File: config.mk
export PLATFORM = sky130hd
export DESIGN_NAME = amp_device_control_regs
export DESIGN_NICKNAME = d
export VERILOG_FILES = /design/src/inc/amp_ctrl_pkg.sv /design/src/verilog/page_addr_stepper.sv /design/src/verilog/amp_device_control_regs.sv
export SDC_FILE = /design/constraint.sdc
export NUM_CORES = 1
export LEC_CHECK = 0
export ABC_AREA = 1
export ABC_CLOCK_PERIOD_IN_PS = 3940
export BUFFER_PORTS_ARGS = -buffer_cell sky130_fd_sc_hd__buf_2
export CORE_MARGIN = 2
export CORE_UTILIZATION = 55
export DETAILED_ROUTE_END_ITERATION = 10
export PLACE_DENSITY = 0.79
export SYNTH_ARGS = -nofsm -noshare
export SYNTH_HDL_FRONTEND = slang
export SYNTH_SLANG_ARGS = --single-unit
File: constraint.sdc
create_clock -name clk_in -period 3.94 [get_ports clk_in]
set_input_delay 0.197 -clock clk_in [delete_from_list [all_inputs] [get_ports clk_in]]
set_output_delay 0.197 -clock clk_in [all_outputs]
set_load 0.005 [all_outputs]
File: src/inc/amp_ctrl_pkg.sv
// Constants shared by the amplifier device control register bank
//
// Overview of operation
// - Switching-rate field picks PWM rate 768/384/480/576 kHz; other codes reserved.
// - Bridge bit clear gives bridge-tied output, set gives parallel bridge mono.
// - Modulation field: 00 two-level differential, 01 single-sided, 10 mixed idle.
// - Processor hold resets to 1; clearing it lets the processor run.
// - Mute bit ramps both channels' volume smoothly down, unmute ramps up.
// - Power request 00 deep sleep, 01 sleep, 11 play; resets to 00.
// - Power request 10 puts both output channels in high impedance together.
// - Wrap enabled, non-zero book page end continues at next page address 8.
// - Wrap disabled, page end wraps to address zero of same page.
// - Bit-clock ratio field: 0011=32, 0101=64, 0111=128, 1001=256, 1011=512 fs.
// - Sample-rate field 0000, its reset value, selects automatic rate detection.
`default_nettype none
package amp_ctrl_pkg;

    // ------------------------------------------------------------
    // Register offsets
    // ------------------------------------------------------------
    localparam logic [7:0] OFS_PAGE_SELECT   = 8'h00;
    localparam logic [7:0] OFS_OUTPUT_STAGE  = 8'h02;
    localparam logic [7:0] OFS_DEVICE_SECOND = 8'h03;
    localparam logic [7:0] OFS_PAGE_INC      = 8'h0F;
    localparam logic [7:0] OFS_AUDIO_CLOCK   = 8'h28;
    localparam logic [7:0] OFS_BOOK_SELECT   = 8'h7F;

    // ------------------------------------------------------------
    // Reset values
    // ------------------------------------------------------------
    localparam logic [7:0] RST_OUTPUT_STAGE  = 8'h00;
    localparam logic [7:0] RST_DEVICE_SECOND = 8'h10;
    localparam logic [7:0] RST_PAGE_INC      = 8'h00;
    localparam logic [7:0] RST_AUDIO_CLOCK   = 8'h00;

    // ------------------------------------------------------------
    // Field positions
    // ------------------------------------------------------------
    localparam int SWR_LSB    = 4;
    localparam int BRIDGE_BIT = 2;
    localparam int MOD_LSB    = 0;
    localparam int HOLD_BIT   = 4;
    localparam int MUTE_BIT   = 3;
    localparam int PSTATE_LSB = 0;
    localparam int WRAP_BIT   = 3;
    localparam int RATIO_LSB  = 4;
    localparam int FS_LSB     = 0;

    // ------------------------------------------------------------
    // Field codes
    // ------------------------------------------------------------
    localparam logic [2:0] SWR_768 = 3'h0;
    localparam logic [2:0] SWR_384 = 3'h1;
    localparam logic [2:0] SWR_480 = 3'h3;
    localparam logic [2:0] SWR_576 = 3'h4;
    localparam logic [1:0] PSTATE_DEEP  = 2'h0;
    localparam logic [1:0] PSTATE_SLEEP = 2'h1;
    localparam logic [1:0] PSTATE_HIZ   = 2'h2;
    localparam logic [1:0] PSTATE_PLAY  = 2'h3;
    localparam logic [3:0] RATIO_32  = 4'h3;
    localparam logic [3:0] RATIO_64  = 4'h5;
    localparam logic [3:0] RATIO_128 = 4'h7;
    localparam logic [3:0] RATIO_256 = 4'h9;
    localparam logic [3:0] RATIO_512 = 4'hB;
    localparam logic [3:0] FS_AUTO   = 4'h0;

    // ------------------------------------------------------------
    // Paging and timing
    // ------------------------------------------------------------
    localparam logic [7:0] PAGE_END        = 8'h7F;
    localparam logic [7:0] PAGE_NEXT_START = 8'h08;
    localparam logic [7:0] PAGE_START      = 8'h00;
    localparam logic [7:0] GAIN_FULL       = 8'hFF;
    localparam int CLK_KHZ        = 40000;
    localparam int RAMP_STEP_NS   = 1000;
    localparam int RAMP_STEP_CYC  = (RAMP_STEP_NS * CLK_KHZ + 999999) / 1000000;

    typedef enum logic [1:0] {
        GAIN_OPEN,
        GAIN_FALLING,
        GAIN_CLOSED,
        GAIN_RISING
    } ramp_state_t;

endpackage
`default_nettype wire

File: src/verilog/page_addr_stepper.sv
// Next register pointer after one auto-incrementing byte access
`timescale 1ns/10ps
`default_nettype none
module page_addr_stepper (
    input  wire logic [7:0] addr_in,
    input  wire logic [7:0] page_in,
    input  wire logic [7:0] book_in,
    input  wire logic       wrap_disable_in,
    output logic      [7:0] next_addr_out,
    output logic      [7:0] next_page_out
);

    // ------------------------------------------------------------
    // Page end handling
    // ------------------------------------------------------------
    wire at_end    = (addr_in == amp_ctrl_pkg::PAGE_END);
    // Book zero never advances page; only non-zero books do
    wire adv_page  = at_end && (book_in != 8'h00) && !wrap_disable_in;

    assign next_addr_out = !at_end ? 8'(addr_in + 8'h01) :
                           adv_page ? amp_ctrl_pkg::PAGE_NEXT_START
                                    : amp_ctrl_pkg::PAGE_START;
    assign next_page_out = adv_page ? 8'(page_in + 8'h01) : page_in;

endmodule // page_addr_stepper
`default_nettype wire

File: src/verilog/amp_device_control_regs.sv
// Device control register bank with pointer, paging and soft mute ramp
`timescale 1ns/10ps
`default_nettype none
module amp_device_control_regs #(
    parameter int RAMP_STEP_CYCLES = amp_ctrl_pkg::RAMP_STEP_CYC
) (
    input  wire logic       clk_in,
    input  wire logic       rst_b_in,
    input  wire logic       addr_load_in,
    input  wire logic [7:0] addr_in,
    input  wire logic       wr_in,
    input  wire logic [7:0] wr_data_in,
    input  wire logic       rd_in,
    output logic      [7:0] rd_data_out,
    output logic      [7:0] addr_out,
    output logic      [7:0] page_out,
    output logic      [7:0] book_out,
    output logic      [2:0] switching_rate_select_out,
    output logic      [9:0] switching_rate_khz_out,
    output logic            bridge_parallel_select_out,
    output logic      [1:0] modulation_scheme_select_out,
    output logic            processor_hold_out,
    output logic            soft_mute_out,
    output logic      [7:0] mute_gain_out,
    output logic      [1:0] power_state_out,
    output logic            outputs_hiz_out,
    output logic            page_wrap_disable_out,
    output logic      [3:0] bitclock_frame_ratio_out,
    output logic      [9:0] bclk_per_frame_out,
    output logic      [3:0] sample_rate_select_out,
    output logic            sample_rate_auto_out
);

    logic [7:0] output_stage_config_reg;
    logic [7:0] device_control_second_reg;
    logic [7:0] page_increment_control_reg;
    logic [7:0] audio_clock_config_reg;
    logic [7:0] addr_reg;
    logic [7:0] page_reg;
    logic [7:0] book_reg;
    logic [7:0] step_addr;
    logic [7:0] step_page;
    logic [15:0] tick_cnt_reg;
    amp_ctrl_pkg::ramp_state_t ramp_reg;
    amp_ctrl_pkg::ramp_state_t ramp_next;

    // ------------------------------------------------------------
    // Address decode
    // ------------------------------------------------------------
    wire in_base   = (book_reg == 8'h00) && (page_reg == 8'h00);
    wire hit_ctl1  = in_base && (addr_reg == amp_ctrl_pkg::OFS_OUTPUT_STAGE);
    wire hit_ctl2  = in_base && (addr_reg == amp_ctrl_pkg::OFS_DEVICE_SECOND);
    wire hit_pinc  = in_base && (addr_reg == amp_ctrl_pkg::OFS_PAGE_INC);
    wire hit_aclk  = in_base && (addr_reg == amp_ctrl_pkg::OFS_AUDIO_CLOCK);
    wire hit_page  = (addr_reg == amp_ctrl_pkg::OFS_PAGE_SELECT);
    wire hit_book  = (page_reg == 8'h00) &&
                     (addr_reg == amp_ctrl_pkg::OFS_BOOK_SELECT);
    wire step      = (wr_in || rd_in) && !addr_load_in;
    wire wrap_dis  = page_increment_control_reg[amp_ctrl_pkg::WRAP_BIT];
    wire tick      = (tick_cnt_reg == 16'(RAMP_STEP_CYCLES - 1));

    // Unmapped locations read as zero
    wire [7:0] rd_mux = hit_page ? page_reg :
                        hit_book ? book_reg :
                        hit_ctl1 ? output_stage_config_reg :
                        hit_ctl2 ? device_control_second_reg :
                        hit_pinc ? page_increment_control_reg :
                        hit_aclk ? audio_clock_config_reg : 8'h00;

    page_addr_stepper u_stepper (
        .addr_in         (addr_reg),
        .page_in         (page_reg),
        .book_in         (book_reg),
        .wrap_disable_in (wrap_dis),
        .next_addr_out   (step_addr),
        .next_page_out   (step_page)
    );

    // ------------------------------------------------------------
    // Pointer, page and book
    // ------------------------------------------------------------
    always_ff @(posedge clk_in or negedge rst_b_in) begin
        if (!rst_b_in) begin
            addr_reg <= 8'h00;
            page_reg <= 8'h00;
            book_reg <= 8'h00;
        end else begin
            if (addr_load_in) begin
                addr_reg <= addr_in;
            end else if (step) begin
                addr_reg <= step_addr;
            end
            if (wr_in && !addr_load_in && hit_page) begin
                page_reg <= wr_data_in;
            end else if (step) begin
                page_reg <= step_page;
            end
            if (wr_in && !addr_load_in && hit_book) begin
                book_reg <= wr_data_in;
            end
        end
    end

    // ------------------------------------------------------------
    // Control registers
    // ------------------------------------------------------------
    // Whole bytes are stored so reserved bits read back as written
    always_ff @(posedge clk_in or negedge rst_b_in) begin
        if (!rst_b_in) begin
            output_stage_config_reg    <= amp_ctrl_pkg::RST_OUTPUT_STAGE;
            device_control_second_reg  <= amp_ctrl_pkg::RST_DEVICE_SECOND;
            page_increment_control_reg <= amp_ctrl_pkg::RST_PAGE_INC;
            audio_clock_config_reg     <= amp_ctrl_pkg::RST_AUDIO_CLOCK;
        end else if (wr_in && !addr_load_in) begin
            if (hit_ctl1) output_stage_config_reg <= wr_data_in;
            if (hit_ctl2) device_control_second_reg <= wr_data_in;
            if (hit_pinc) page_increment_control_reg <= wr_data_in;
            if (hit_aclk) audio_clock_config_reg <= wr_data_in;
        end
    end

    always_ff @(posedge clk_in or negedge rst_b_in) begin
        if (!rst_b_in) begin
            rd_data_out <= 8'h00;
        end else if (rd_in && !addr_load_in) begin
            rd_data_out <= rd_mux;
        end
    end

    assign addr_out = addr_reg;
    assign page_out = page_reg;
    assign book_out = book_reg;
    assign switching_rate_select_out =
        output_stage_config_reg[amp_ctrl_pkg::SWR_LSB +: 3];
    assign bridge_parallel_select_out =
        output_stage_config_reg[amp_ctrl_pkg::BRIDGE_BIT];
    assign modulation_scheme_select_out =
        output_stage_config_reg[amp_ctrl_pkg::MOD_LSB +: 2];
    assign processor_hold_out =
        device_control_second_reg[amp_ctrl_pkg::HOLD_BIT];
    assign soft_mute_out = device_control_second_reg[amp_ctrl_pkg::MUTE_BIT];
    assign power_state_out =
        device_control_second_reg[amp_ctrl_pkg::PSTATE_LSB +: 2];
    assign page_wrap_disable_out = wrap_dis;
    assign bitclock_frame_ratio_out =
        audio_clock_config_reg[amp_ctrl_pkg::RATIO_LSB +: 4];
    assign sample_rate_select_out =
        audio_clock_config_reg[amp_ctrl_pkg::FS_LSB +: 4];

    // ------------------------------------------------------------
    // Decoded settings
    // ------------------------------------------------------------
    // A reserved rate code keeps the last valid rate rather than stopping
    wire [9:0] khz_next =
        (switching_rate_select_out == amp_ctrl_pkg::SWR_768) ? 10'h300 :
        (switching_rate_select_out == amp_ctrl_pkg::SWR_384) ? 10'h180 :
        (switching_rate_select_out == amp_ctrl_pkg::SWR_480) ? 10'h1E0 :
        (switching_rate_select_out == amp_ctrl_pkg::SWR_576) ? 10'h240 :
        switching_rate_khz_out;
    // Unlisted ratio codes decode to zero: no frame length known
    wire [9:0] bclk_next =
        (bitclock_frame_ratio_out == amp_ctrl_pkg::RATIO_32)  ? 10'h020 :
        (bitclock_frame_ratio_out == amp_ctrl_pkg::RATIO_64)  ? 10'h040 :
        (bitclock_frame_ratio_out == amp_ctrl_pkg::RATIO_128) ? 10'h080 :
        (bitclock_frame_ratio_out == amp_ctrl_pkg::RATIO_256) ? 10'h100 :
        (bitclock_frame_ratio_out == amp_ctrl_pkg::RATIO_512) ? 10'h200 :
        10'h000;

    always_ff @(posedge clk_in or negedge rst_b_in) begin
        if (!rst_b_in) begin
            switching_rate_khz_out <= 10'h300;
            bclk_per_frame_out     <= 10'h000;
            outputs_hiz_out        <= 1'b0;
            sample_rate_auto_out   <= 1'b1;
        end else begin
            switching_rate_khz_out <= khz_next;
            bclk_per_frame_out     <= bclk_next;
            outputs_hiz_out <= (power_state_out == amp_ctrl_pkg::PSTATE_HIZ);
            sample_rate_auto_out <=
                (sample_rate_select_out == amp_ctrl_pkg::FS_AUTO);
        end
    end

    // ------------------------------------------------------------
    // Soft mute ramp
    // ------------------------------------------------------------
    // One gain step per tick keeps the ramp free of clicks
    always_comb begin
        ramp_next = ramp_reg;
        case (ramp_reg)
            amp_ctrl_pkg::GAIN_OPEN: begin
                if (soft_mute_out) ramp_next = amp_ctrl_pkg::GAIN_FALLING;
            end
            amp_ctrl_pkg::GAIN_FALLING: begin
                if (!soft_mute_out) ramp_next = amp_ctrl_pkg::GAIN_RISING;
                else if (mute_gain_out == 8'h00) ramp_next = amp_ctrl_pkg::GAIN_CLOSED;
            end
            amp_ctrl_pkg::GAIN_CLOSED: begin
                if (!soft_mute_out) ramp_next = amp_ctrl_pkg::GAIN_RISING;
            end
            amp_ctrl_pkg::GAIN_RISING: begin
                if (soft_mute_out) ramp_next = amp_ctrl_pkg::GAIN_FALLING;
                else if (mute_gain_out == amp_ctrl_pkg::GAIN_FULL)
                    ramp_next = amp_ctrl_pkg::GAIN_OPEN;
            end
            default: ramp_next = amp_ctrl_pkg::GAIN_OPEN;
        endcase
    end

    always_ff @(posedge clk_in or negedge rst_b_in) begin
        if (!rst_b_in) begin
            ramp_reg      <= amp_ctrl_pkg::GAIN_OPEN;
            tick_cnt_reg  <= 16'h0000;
            mute_gain_out <= amp_ctrl_pkg::GAIN_FULL;
        end else begin
            ramp_reg     <= ramp_next;
            tick_cnt_reg <= tick ? 16'h0000 : 16'(tick_cnt_reg + 16'h0001);
            if (tick && ramp_reg == amp_ctrl_pkg::GAIN_FALLING &&
                mute_gain_out != 8'h00) begin
                mute_gain_out <= 8'(mute_gain_out - 8'h01);
            end else if (tick && ramp_reg == amp_ctrl_pkg::GAIN_RISING &&
                         mute_gain_out != amp_ctrl_pkg::GAIN_FULL) begin
                mute_gain_out <= 8'(mute_gain_out + 8'h01);
            end
        end
    end
endmodule // amp_device_control_regs
`default_nettype wire

; ---- After elaboration in Yosys (flattened, before gate mapping)
; Cells that the tools add are included.
; Widths: inputs -> output; s select.
[totals]
elab_cells = 116
regBits = 112
[classes]
n_eq_ne = 24
n_addsub = 5
n_reduce_logical = 40
n_mux = 32
[op_table]
columns = op, n
row1 = $mux 8, 14
row2 = $mux 10, 9
row3 = $logic_not 8->1, 4
row4 = $add 8x1->8 const B, 3
row5 = $logic_and 1x1->1, 17
row6 = $add 16x1->16 const B, 1
row7 = $eq 16x6->1 const B, 1
row8 = $eq 8x2->1 const B, 2
row9 = $mux 16, 1
row10 = $reduce_bool 8->1, 2
row11 = $mux 2, 6
row12 = $reduce_and 2->1, 5
row13 = $eq 4x3->1 const B, 2
row14 = $eq 4x4->1 const B, 2
row15 = $eq 8x4->1 const B, 1
row16 = $eq 8x6->1 const B, 1
row17 = $eq 8x7->1 const B, 1
row18 = $eq 8x8->1 const B, 1
row19 = $ne 8x8->1 const B, 1
row20 = $pmux 2 s4, 1
row21 = $reduce_bool 2->1, 4
row22 = $sub 8x1->8 const B, 1
row23 = $eq 2x2->1 const B, 3
row24 = $ne 3x3->1 const B, 2
row25 = 14 further kinds, 16

; ---- Logic depth before layout (Yosys ltp)
; Gate-level depths: netlist (run 1).
[depth]
ltp_word = 9
depth_mapped = 19

; ---- Hierarchy
; Synthesis (run 1) repeated with hierarchy kept, for this count alone.
[hier_totals]
hier_cells = 805
hier_area_um2 = 6092.1
[by_module_without_submodules]
columns = mod, cells_per_inst, area_per_inst_um2, instances
row1 = amp_device_control_regs, 707, 5554.1, 1
row2 = page_addr_stepper, 98, 538.0, 1

; ---- Worst setup path after synthesis (run 1)
; Ideal clock, no wire load.
[synth_path]
path_type = register to register
from = register mute_gain_out[4]
to = register mute_gain_out[6]
stages_incl_launch_ff = 20
path_slack_ps = 1852
n_path_buf = 1
t_arrival_ps = 2011
required_ps = 3863
synth_period_minus_slack_ps = 2088
cell_sequence = dfstp_2 buf_2 nor2_1 nand2_1 nor2_1 nor2_1 nand2_1 nand2_1 nand2_1 inv_1 ha_1 inv_1 nand2_1 inv_1 nor2_1 nand3_1 nand2_1 nand2_1 nand3_1 nand2_1
[synth_via]
elab_chain_len = 3
[synth_lines]
columns = item, line_no
row1 = from (decl), amp_device_control_regs.sv:24  ; output logic [7:0] mute_gain_out,
row2 = from (signal assigned), amp_device_control_regs.sv:214  ; mute_gain_out <= amp_ctrl_pkg::GAIN_FULL;
row3 = from (signal assigned), amp_device_control_regs.sv:220  ; mute_gain_out <= 8'(mute_gain_out - 8'h01);
row4 = from (signal assigned), amp_device_control_regs.sv:223  ; mute_gain_out <= 8'(mute_gain_out + 8'h01);
row5 = "$add 8x1->8, or another cell as far along", amp_device_control_regs.sv:223
row6 = "$mux 8, or another cell as far along", amp_device_control_regs.sv:221  ; end else if (tick && ramp_reg == amp_ctrl_pkg::GAIN_RISING &&
row7 = $mux 8 or $reduce_bool 2->1 (tied branches), n/a
; Several ways; a longest one is shown, not always the timed one. The select of a mux whose other input is x is not followed.
; A chain may end at the register's enable or synchronous reset.

; ---- Worst setup path in the final report (run 1)
[layout_path]
from = register page_reg[0] (netlist: page_out[0])
to = register rd_data_out[1]
[layout_via]
elab_chain_len = 9
[layout_lines]
columns = item, line_no
row1 = from (decl), amp_device_control_regs.sv:39  ; logic [7:0] page_reg;
row2 = from (signal assigned), amp_device_control_regs.sv:94  ; page_reg <= wr_data_in;
row3 = from (signal assigned), amp_device_control_regs.sv:96  ; page_reg <= step_page;
row4 = $logic_not 8->1 (*), "amp_device_control_regs.sv:50, amp_device_control_regs.sv:56"
row5 = $logic_and 1x1->1, amp_device_control_regs.sv:50  ; wire in_base = (book_reg == 8'h00) && (page_reg == 8'h00);
row6 = $logic_and 1x1->1, amp_device_control_regs.sv:54  ; wire hit_aclk = in_base && (addr_reg == amp_ctrl_pkg::OFS_AUDIO_CLOCK);
row7 = $mux 8, amp_device_control_regs.sv:68  ; hit_aclk ? audio_clock_config_reg : 8'h00;
row8 = $mux 8, amp_device_control_regs.sv:67  ; hit_pinc ? page_increment_control_reg :
row9 = $mux 8, amp_device_control_regs.sv:66  ; hit_ctl2 ? device_control_second_reg :
row10 = $mux 8, amp_device_control_regs.sv:65  ; hit_ctl1 ? output_stage_config_reg :
row11 = $mux 8 (*), amp_device_control_regs.sv:64  ; hit_book ? book_reg :
row12 = $mux 8 (*), amp_device_control_regs.sv:63  ; wire [7:0] rd_mux = hit_page ? page_reg :
row13 = to (signal assigned), amp_device_control_regs.sv:126  ; rd_data_out <= rd_mux;
row14 = to (decl), amp_device_control_regs.sv:14  ; output logic [7:0] rd_data_out,
; Mark *: on every way between the ends. The rest lies on a longest branch, timed or not.

==> summary.md, run 1 <==
| Metric | Value |
|---|---|
| Wire per inst | `13.8 um` |
| Global route overflow | `0` |
| Most common cell after layout, fill and taps aside | `nand2_1` |
| Initial antenna violation count | `0` |
| Post-synth ARST share | `100%` |
| Insertion delay to the later sink of the worst-skew pair | `0.37 ns` |
| Max FFs per register | `16` |
| Period utilization | `66.6%` |
| GRT met3 Usage | `5.76%` |
| Met1 track demand over resource | `33.0%` |
| Total wire length | `13500 um` |
| RSZ-0062 raised after global routing | `no` |
| Leakage | `0.00338 uW` |
| Post-route ant nets | `0` |
| GRT busiest layer | `met2` |
| R2r endpoint | `rd_data_out[1]$_DFFE_PN0P_` |
| Area occupied by multi-input gates | `0.00260 sq mm` |
| Tot Pwr | `2110 uW` |
| Clock skew | `0.00780 ns` |
| WHS Path Cells | `3` |
| Placer Congestion | `0.934` |
| Kind of start point of the critical path | `register` |
| Final Critical Period | `2.63 ns` |
| Ys flop type | `dfrtp_1` |
| Clk sinks | `102` |
| I/O Buffers | `91` |
| Die H | `106 um` |
| Distinct cells, synth | `40` |
| Met2 Resource Use GR | `42.3%` |
| Syn avg cell area | `7.56 sq um` |
| Flop and latch count out of synthesis | `102` |
| Final HPWL DP | `10000 um` |
| Total area of sequential cells | `0.00257 sq mm` |
| Nets | `871` |
| Core Area | `0.0102 sq mm` |
| Worst Setup Path Type | `register to register` |
| CTS tree | `done` |
| CTS H-tree depth | `3` |
| # rows | `37` |
| Max-cap viol count | `0` |
| Most frequent cells in the layout | `200 x nand2_1, 99 x inv_1, 90 x dfrtp_1, 90 x buf_2, 88 x nor2_1` |
| Postcts setup bufs | `0` |
| Clock slew at reported path FFs | `0.09 ns` |
| Die area | `0.0112 sq mm` |
| Reg2reg start | `page_out[0]$_DFFE_PN0P_` |
| # setup viols final | `0` |
| First-pass GRT wire length | `22600 um` |
| Post-synth EDFFs | `0` |
| Largest net degree at the start of global routing | `68` |
| Worst path required time | `4.21 ns` |
| Initial Util | `56.1%` |
| Hold Vio Cnt, Final | `0` |
| # fillers | `901` |
| Syn Inst Count | `756` |
| Clock tree buffer depth | `2` |
| Root Driver | `clkbuf_8` |
| Die X | `106 um` |
| Sum Neg Setup Slack | `0 ns` |
| Hold WC Path Type | `primary input to register` |
| Vias in the first global route | `4891` |
| Initial DRC Count | `425` |
| Hold wc startpoint | `addr_in[0]` |
| Synth-to-layout area growth | `11.2%` |
| Endpoint, Worst Hold | `addr_out[0]$_DFFE_PN0P_` |
| Sequential fraction of the synthesis area | `44.9%` |
| I/O pins | `102` |
| Post-Syn Area | `0.00571 sq mm` |
| Fmax | `0.381 GHz` |
| CTS Buf Count | `9` |
| Ys Warns | `0` |
| Router iterations before antenna repair | `7` |
| Endpoint type of the worst setup path | `register` |
| CP Max Fanout | `16` |
| Ant diodes | `0` |
| Vias per cell | `5.28` |
| GR Util All Layers | `25.4%` |
| Fraction of layout cells with a size suffix above 1 | `16.1%` |
| Final Max Tran Viols | `0` |
| DR vias | `5166` |
| Worst slew margin | `43.6%` |
| WP data arrival | `2.90 ns` |
| IR drop worst, VDD | `0.214 mV` |
| Status | `completed` |
| Worst R2R Setup Slack | `1.31 ns` |
| # DRC | `0` |
| Least-Margin Pin Slew | `0.845 ns` |
| PD cells | `331 mW/mm^2` |
| Reg2reg path depth | `11` |
[routing by layer]
| metal | vias to the layer above | share of wire (%) | routed length (um) |
|---|---|---|---|
| li1 | 2562 | - | - |
| met1 | 2392 | 43 | 5870 |
| met2 | 186 | 49 | 6600 |
| met3 | 26 | 5.9 | 793 |
| met4 | 0 | 2.0 | 273 |
| met5 | - | 0 | 0 |
[critical path, stage by stage, from the launching register on]
cell and delay, ns:
dfrtp_1 0.46, inv_1 0.14, ha_1 0.15, nand4_1 0.14
nor4_4 0.35, nand4_1 0.62, nor2_1 0.27, nor2_1 0.07
nand2_1 0.10, nand3_1 0.08, nand2_1 0.08, nand2_1 0.05
[worst max path at each step]
stage                                  from                      endpoint  slack, ns  cells after the start
2_1_floorplan  mute_gain_out[4]$_DFFE_PN1P_  mute_gain_out[6]$_DFFE_PN1P_       1.85                     19
3_3_place_gp        page_out[1]$_DFFE_PN0P_    rd_data_out[1]$_DFFE_PN0P_       1.42                     11
3_5_place_dp        page_out[0]$_DFFE_PN0P_    rd_data_out[1]$_DFFE_PN0P_       1.41                     11
4_1_cts             page_out[0]$_DFFE_PN0P_    rd_data_out[1]$_DFFE_PN0P_       1.38                     11
5_1_grt             page_out[0]$_DFFE_PN0P_    rd_data_out[7]$_DFFE_PN0P_       1.04                     11
6_report            page_out[0]$_DFFE_PN0P_    rd_data_out[1]$_DFFE_PN0P_       1.31                     11
[per-stage QoR]
step	cells	util, %	worst slack [ns]	cell area [sq um]	hold WS (ns)
after floorplan	765	-	1.85	5750	-0.0986
after global placement	962	60.7	1.42	6180	0.346
after detailed placement	962	60.7	1.41	6180	0.357
after CTS	979	62.4	1.38	6350	0.0245
after global routing	979	62.4	1.04	6350	0.0476
final	979	62.4	1.31	6350	0.0410
[synthesized netlist by cell type, drive strengths merged (2+ instances only)]
cell / n / area (sq um)
inv: 102 / 383
nand3: 48 / 240
a221oi: 2 / 17.5
dfstp: 12 / 315
clkbuf: 4 / 15.0
xnor2: 3 / 26.3
a31oi: 4 / 25.0
o211ai: 3 / 22.5
or2: 2 / 12.5
nor2: 93 / 372
nand3b: 6 / 45.0
ha: 12 / 150
o41ai: 2 / 17.5
o21ai: 68 / 344
dfrtp: 90 / 2250
nand2: 205 / 792
xor2: 12 / 105
o22ai: 3 / 18.8
buf: 27 / 186
a21oi: 15 / 75.1
o221ai: 5 / 43.8
nor3: 18 / 110
nand4: 9 / 56.3
nor3b: 2 / 15.0
nor4: 5 / 46.3
[area by class of cell]
cell class / instances / share of cell area, %
inverters: 102 / 6.02
clock buffers: 14 / 2.40
clock inverters: 2 / 0.158
well taps: 136 / 2.68
repair buffers: 93 / 7.48
multi-input cells: 530 / 40.9
flip-flops and latches: 102 / 40.4
[kinds of logic (layout without fill, tap and decap cells)]
group	count (synthesis)	after routing	synth area share (%)
DFF	102	102	44.9
AOI/OAI and AO/OA	105	105	10.3
other	1	10	0.0656
and+or+nand+nor	388	388	29.6
adders and majority gates	12	12	2.63
buffers and inverters	133	211	10.2
xor gates and xnor gates	15	15	2.30
[where the power goes]
part / switching (uW) / internal [uW]
sequential: 72.8 / 1100
combinational: 216 / 130
clock: 339 / 247
[what timing repair did]
| action | 4_1_cts | 5_1_grt |
|---|---|---|
| resized for setup | 0 | 0 |
| endpoints found under the hold margin | 60 | 0 |
| hold buffers | 1 | 0 |
No activity file was read; power rests on OpenSTA's default activity.
==> run 2, diff against run 1 <==
--- a/config.mk
+++ b/config.mk
@@ -6,12 +6,12 @@
 export NUM_CORES = 1
 export LEC_CHECK = 0
 export ABC_AREA = 1
-export ABC_CLOCK_PERIOD_IN_PS = 3940
+export ABC_CLOCK_PERIOD_IN_PS = 2400
 export BUFFER_PORTS_ARGS = -buffer_cell sky130_fd_sc_hd__buf_2
 export CORE_MARGIN = 2
-export CORE_UTILIZATION = 55
+export CORE_UTILIZATION = 51
 export DETAILED_ROUTE_END_ITERATION = 10
-export PLACE_DENSITY = 0.79
+export PLACE_DENSITY = 0.77
 export SYNTH_ARGS = -nofsm -noshare
 export SYNTH_HDL_FRONTEND = slang
 export SYNTH_SLANG_ARGS = --single-unit
==> constraint.sdc (replaced) <==
create_clock -name clk_in -period 2.4 [get_ports clk_in]
set_input_delay 0.12 -clock clk_in [delete_from_list [all_inputs] [get_ports clk_in]]
set_output_delay 0.12 -clock clk_in [all_outputs]
set_load 0.005 [all_outputs]
==> run 2 against run 1 <==
Final cell count increased by 2.9%. Design area rose by 4.6%. Die area up 7.5%. Sequential share of layout area fell by 1.7 points. Sequential cell count stayed put. Power is 76% higher. Global-route usage shrank 0.77 points. Routed wire length increased by 2.4%. Largest power group unchanged. Highest routed layer unchanged. Critical path depth grew 1.
==> summary.md, run 2 (synthesized netlist as in run 1, its figures left out) <==
| Metric | Value |
|---|---|
| Wire per inst | `13.8 um` |
| Worst setup path startpoint | `page_out[0]$_DFFE_PN0P_` |
| Router iterations before antenna repair | `7` |
| WP data arrival | `2.50 ns` |
| Initial DRC Count | `454` |
| Post-placement cell count | `982` |
| Clock slew at reported path FFs | `0.11 ns` |
| Initial Util | `52.5%` |
| Fmax | `0.451 GHz` |
| Sw frac | `30.3%` |
| Fraction of layout cells with a size suffix above 1 | `18.9%` |
| # rows | `38` |
| Worst slew margin | `60.6%` |
| Net load switching power | `1130 uW` |
| Hold WC Path Type | `primary input to register` |
| GR Util All Layers | `24.7%` |
| I/O Buffers | `91` |
| Largest net degree at the start of global routing | `46` |
| Period utilization | `92.4%` |
| Reg2reg start | `page_out[0]$_DFFE_PN0P_` |
| I/O pins | `102` |
| First-pass GRT wire length | `22800 um` |
| # fillers | `967` |
| Clock skew | `0.0141 ns` |
| IR drop worst, VDD | `0.406 mV` |
| Initial antenna violation count | `0` |
| Die X | `110 um` |
| Final Critical Period | `2.22 ns` |
| Worst Setup Path Type | `register to register` |
| RSZ-0062 raised after global routing | `yes` |
| Clk sinks | `102` |
| Flop pwr share | `51.4%` |
| Worst path required time | `2.68 ns` |
| Final Max Tran Viols | `0` |
| CTS H-tree depth | `3` |
| CTS tree | `done` |
| DR vias | `5167` |
| Setup WS pre-CTS | `0.105 ns` |
| Most frequent cells in the layout | `199 x nand2_1, 99 x inv_1, 90 x buf_2` |
| # setup viols final | `0` |
| Nets | `895` |
| Die H | `110 um` |
| Max FFs per register | `16` |
| Hold Vio Cnt, Final | `0` |
| Least-Margin Pin Slew | `0.583 ns` |
| Clock power frac | `31.5%` |
| Leakage | `0.00352 uW` |
| Insertion delay to the later sink of the worst-skew pair | `0.39 ns` |
| Fin cells | `1007` |
| Status | `completed` |
| Kind of start point of the critical path | `register` |
| Tot Pwr | `3710 uW` |
| Post-route ant nets | `0` |
| Root Driver | `clkbuf_8` |
| Hold wc startpoint | `addr_in[6]` |
| Final HPWL DP | `10200 um` |
| Max-cap viol count | `0` |
| Die area | `0.0121 sq mm` |
| Ant diodes | `0` |
| Vias in the first global route | `4673` |
| CTS Buf Count | `9` |
| Combinational Power Share | `17.1%` |
| Placer Congestion | `0.951` |
| Clock tree buffer depth | `2` |
| WHS | `0.0157 ns` |
| Internal power | `2580 uW` |
| Total wire length | `13900 um` |
| Synth-to-layout area growth | `16.3%` |
| Most common cell after layout, fill and taps aside | `nand2_1` |
| Core Area | `0.0109 sq mm` |
| CP Max Fanout | `16` |
| # DRC | `0` |
| Vias per cell | `5.13` |
| Global route overflow | `0` |
| Endpoint type of the worst setup path | `register` |
| Setup WS post-layout | `0.182 ns` |
| PD cells | `558 mW/mm^2` |
run 2: worst paths after layout:
| path | slack (ns) | to | cells past startpoint |
|---|---|---|---|
| setup / recovery | 0.18 | rd_data_out[7]$_DFFE_PN0P_ | 12 |
| hold / removal | 0.02 | addr_out[6]$_DFFE_PN0P_ | 3 |
| setup reg to reg | 0.18 | rd_data_out[7]$_DFFE_PN0P_ | 12 |
| hold reg to reg | 0.44 | sample_rate_auto_out$_DFF_PN1_ | 1 |
| max in group asynchronous | 1.49 | rd_data_out[1]$_DFFE_PN0P_ | 3 |
| min in group asynchronous | 0.21 | tick_cnt_reg[10]$_DFF_PN0_ | 2 |
run 2: critical path: stages, from the launching register on:
cell,delay (ns)
dfrtp_1,0.46
inv_1,0.14
ha_1,0.18
nand4_1,0.14
nor4_4,0.33
nand4_1,0.14
buf_4,0.22
nor2_1,0.12
nor2_1,0.05
nand2_1,0.09
nand3_1,0.10
nand2_1,0.08
nand2_1,0.05
run 2: power by group through the flow:
stage          clock [uW]  sequential, uW  combinational [uW]
2_1_floorplan           0            1920                 390
3_3_place_gp            0            1940                 609
3_5_place_dp            0            1940                 608
4_1_cts              1190            1910                 625
5_1_grt              1270            1920                 729
6_report             1170            1910                 634
run 2: metal layers:
| layer | up-vias | GRT usage, % | share of wire (%) |
|---|---|---|---|
| met5 | - | 0 | 0 |
| met4 | 0 | 6.42 | 1.5 |
| met3 | 21 | 6.52 | 6.2 |
| met2 | 185 | 40.8 | 48 |
| met1 | 2356 | 32.1 | 44 |
| li1 | 2605 | - | - |
run 2: timing repair:
action,CTS,global route
hold endpoints to repair,37,0
resized for setup,0,8
buffers inserted,0,2
endpoints found under the setup margin,0,25
hold buffers,7,0
run 2: layout make-up:
cell class | instances | area (sq um) | share of cell area (%)
clock buffer | 10 | 138 | 2.07
inverter | 102 | 383 | 5.76
sequential | 102 | 2570 | 38.7
multi-input combinational | 530 | 2620 | 39.4
timing repair buffer | 117 | 683 | 10.3
clock inverter | 6 | 76.3 | 1.15
tap | 140 | 175 | 2.64
run 2: per-stage QoR:
step                setup TNS [ns]  instance area [sq um]  util, %
global placement                 0                   6320     58.0
detailed placement               0                   6320     58.0
CTS                              0                   6600     60.7
floorplan                        0                   5750        -
finish                           0                   6650     61.0
global route               -0.0103                   6650     61.0
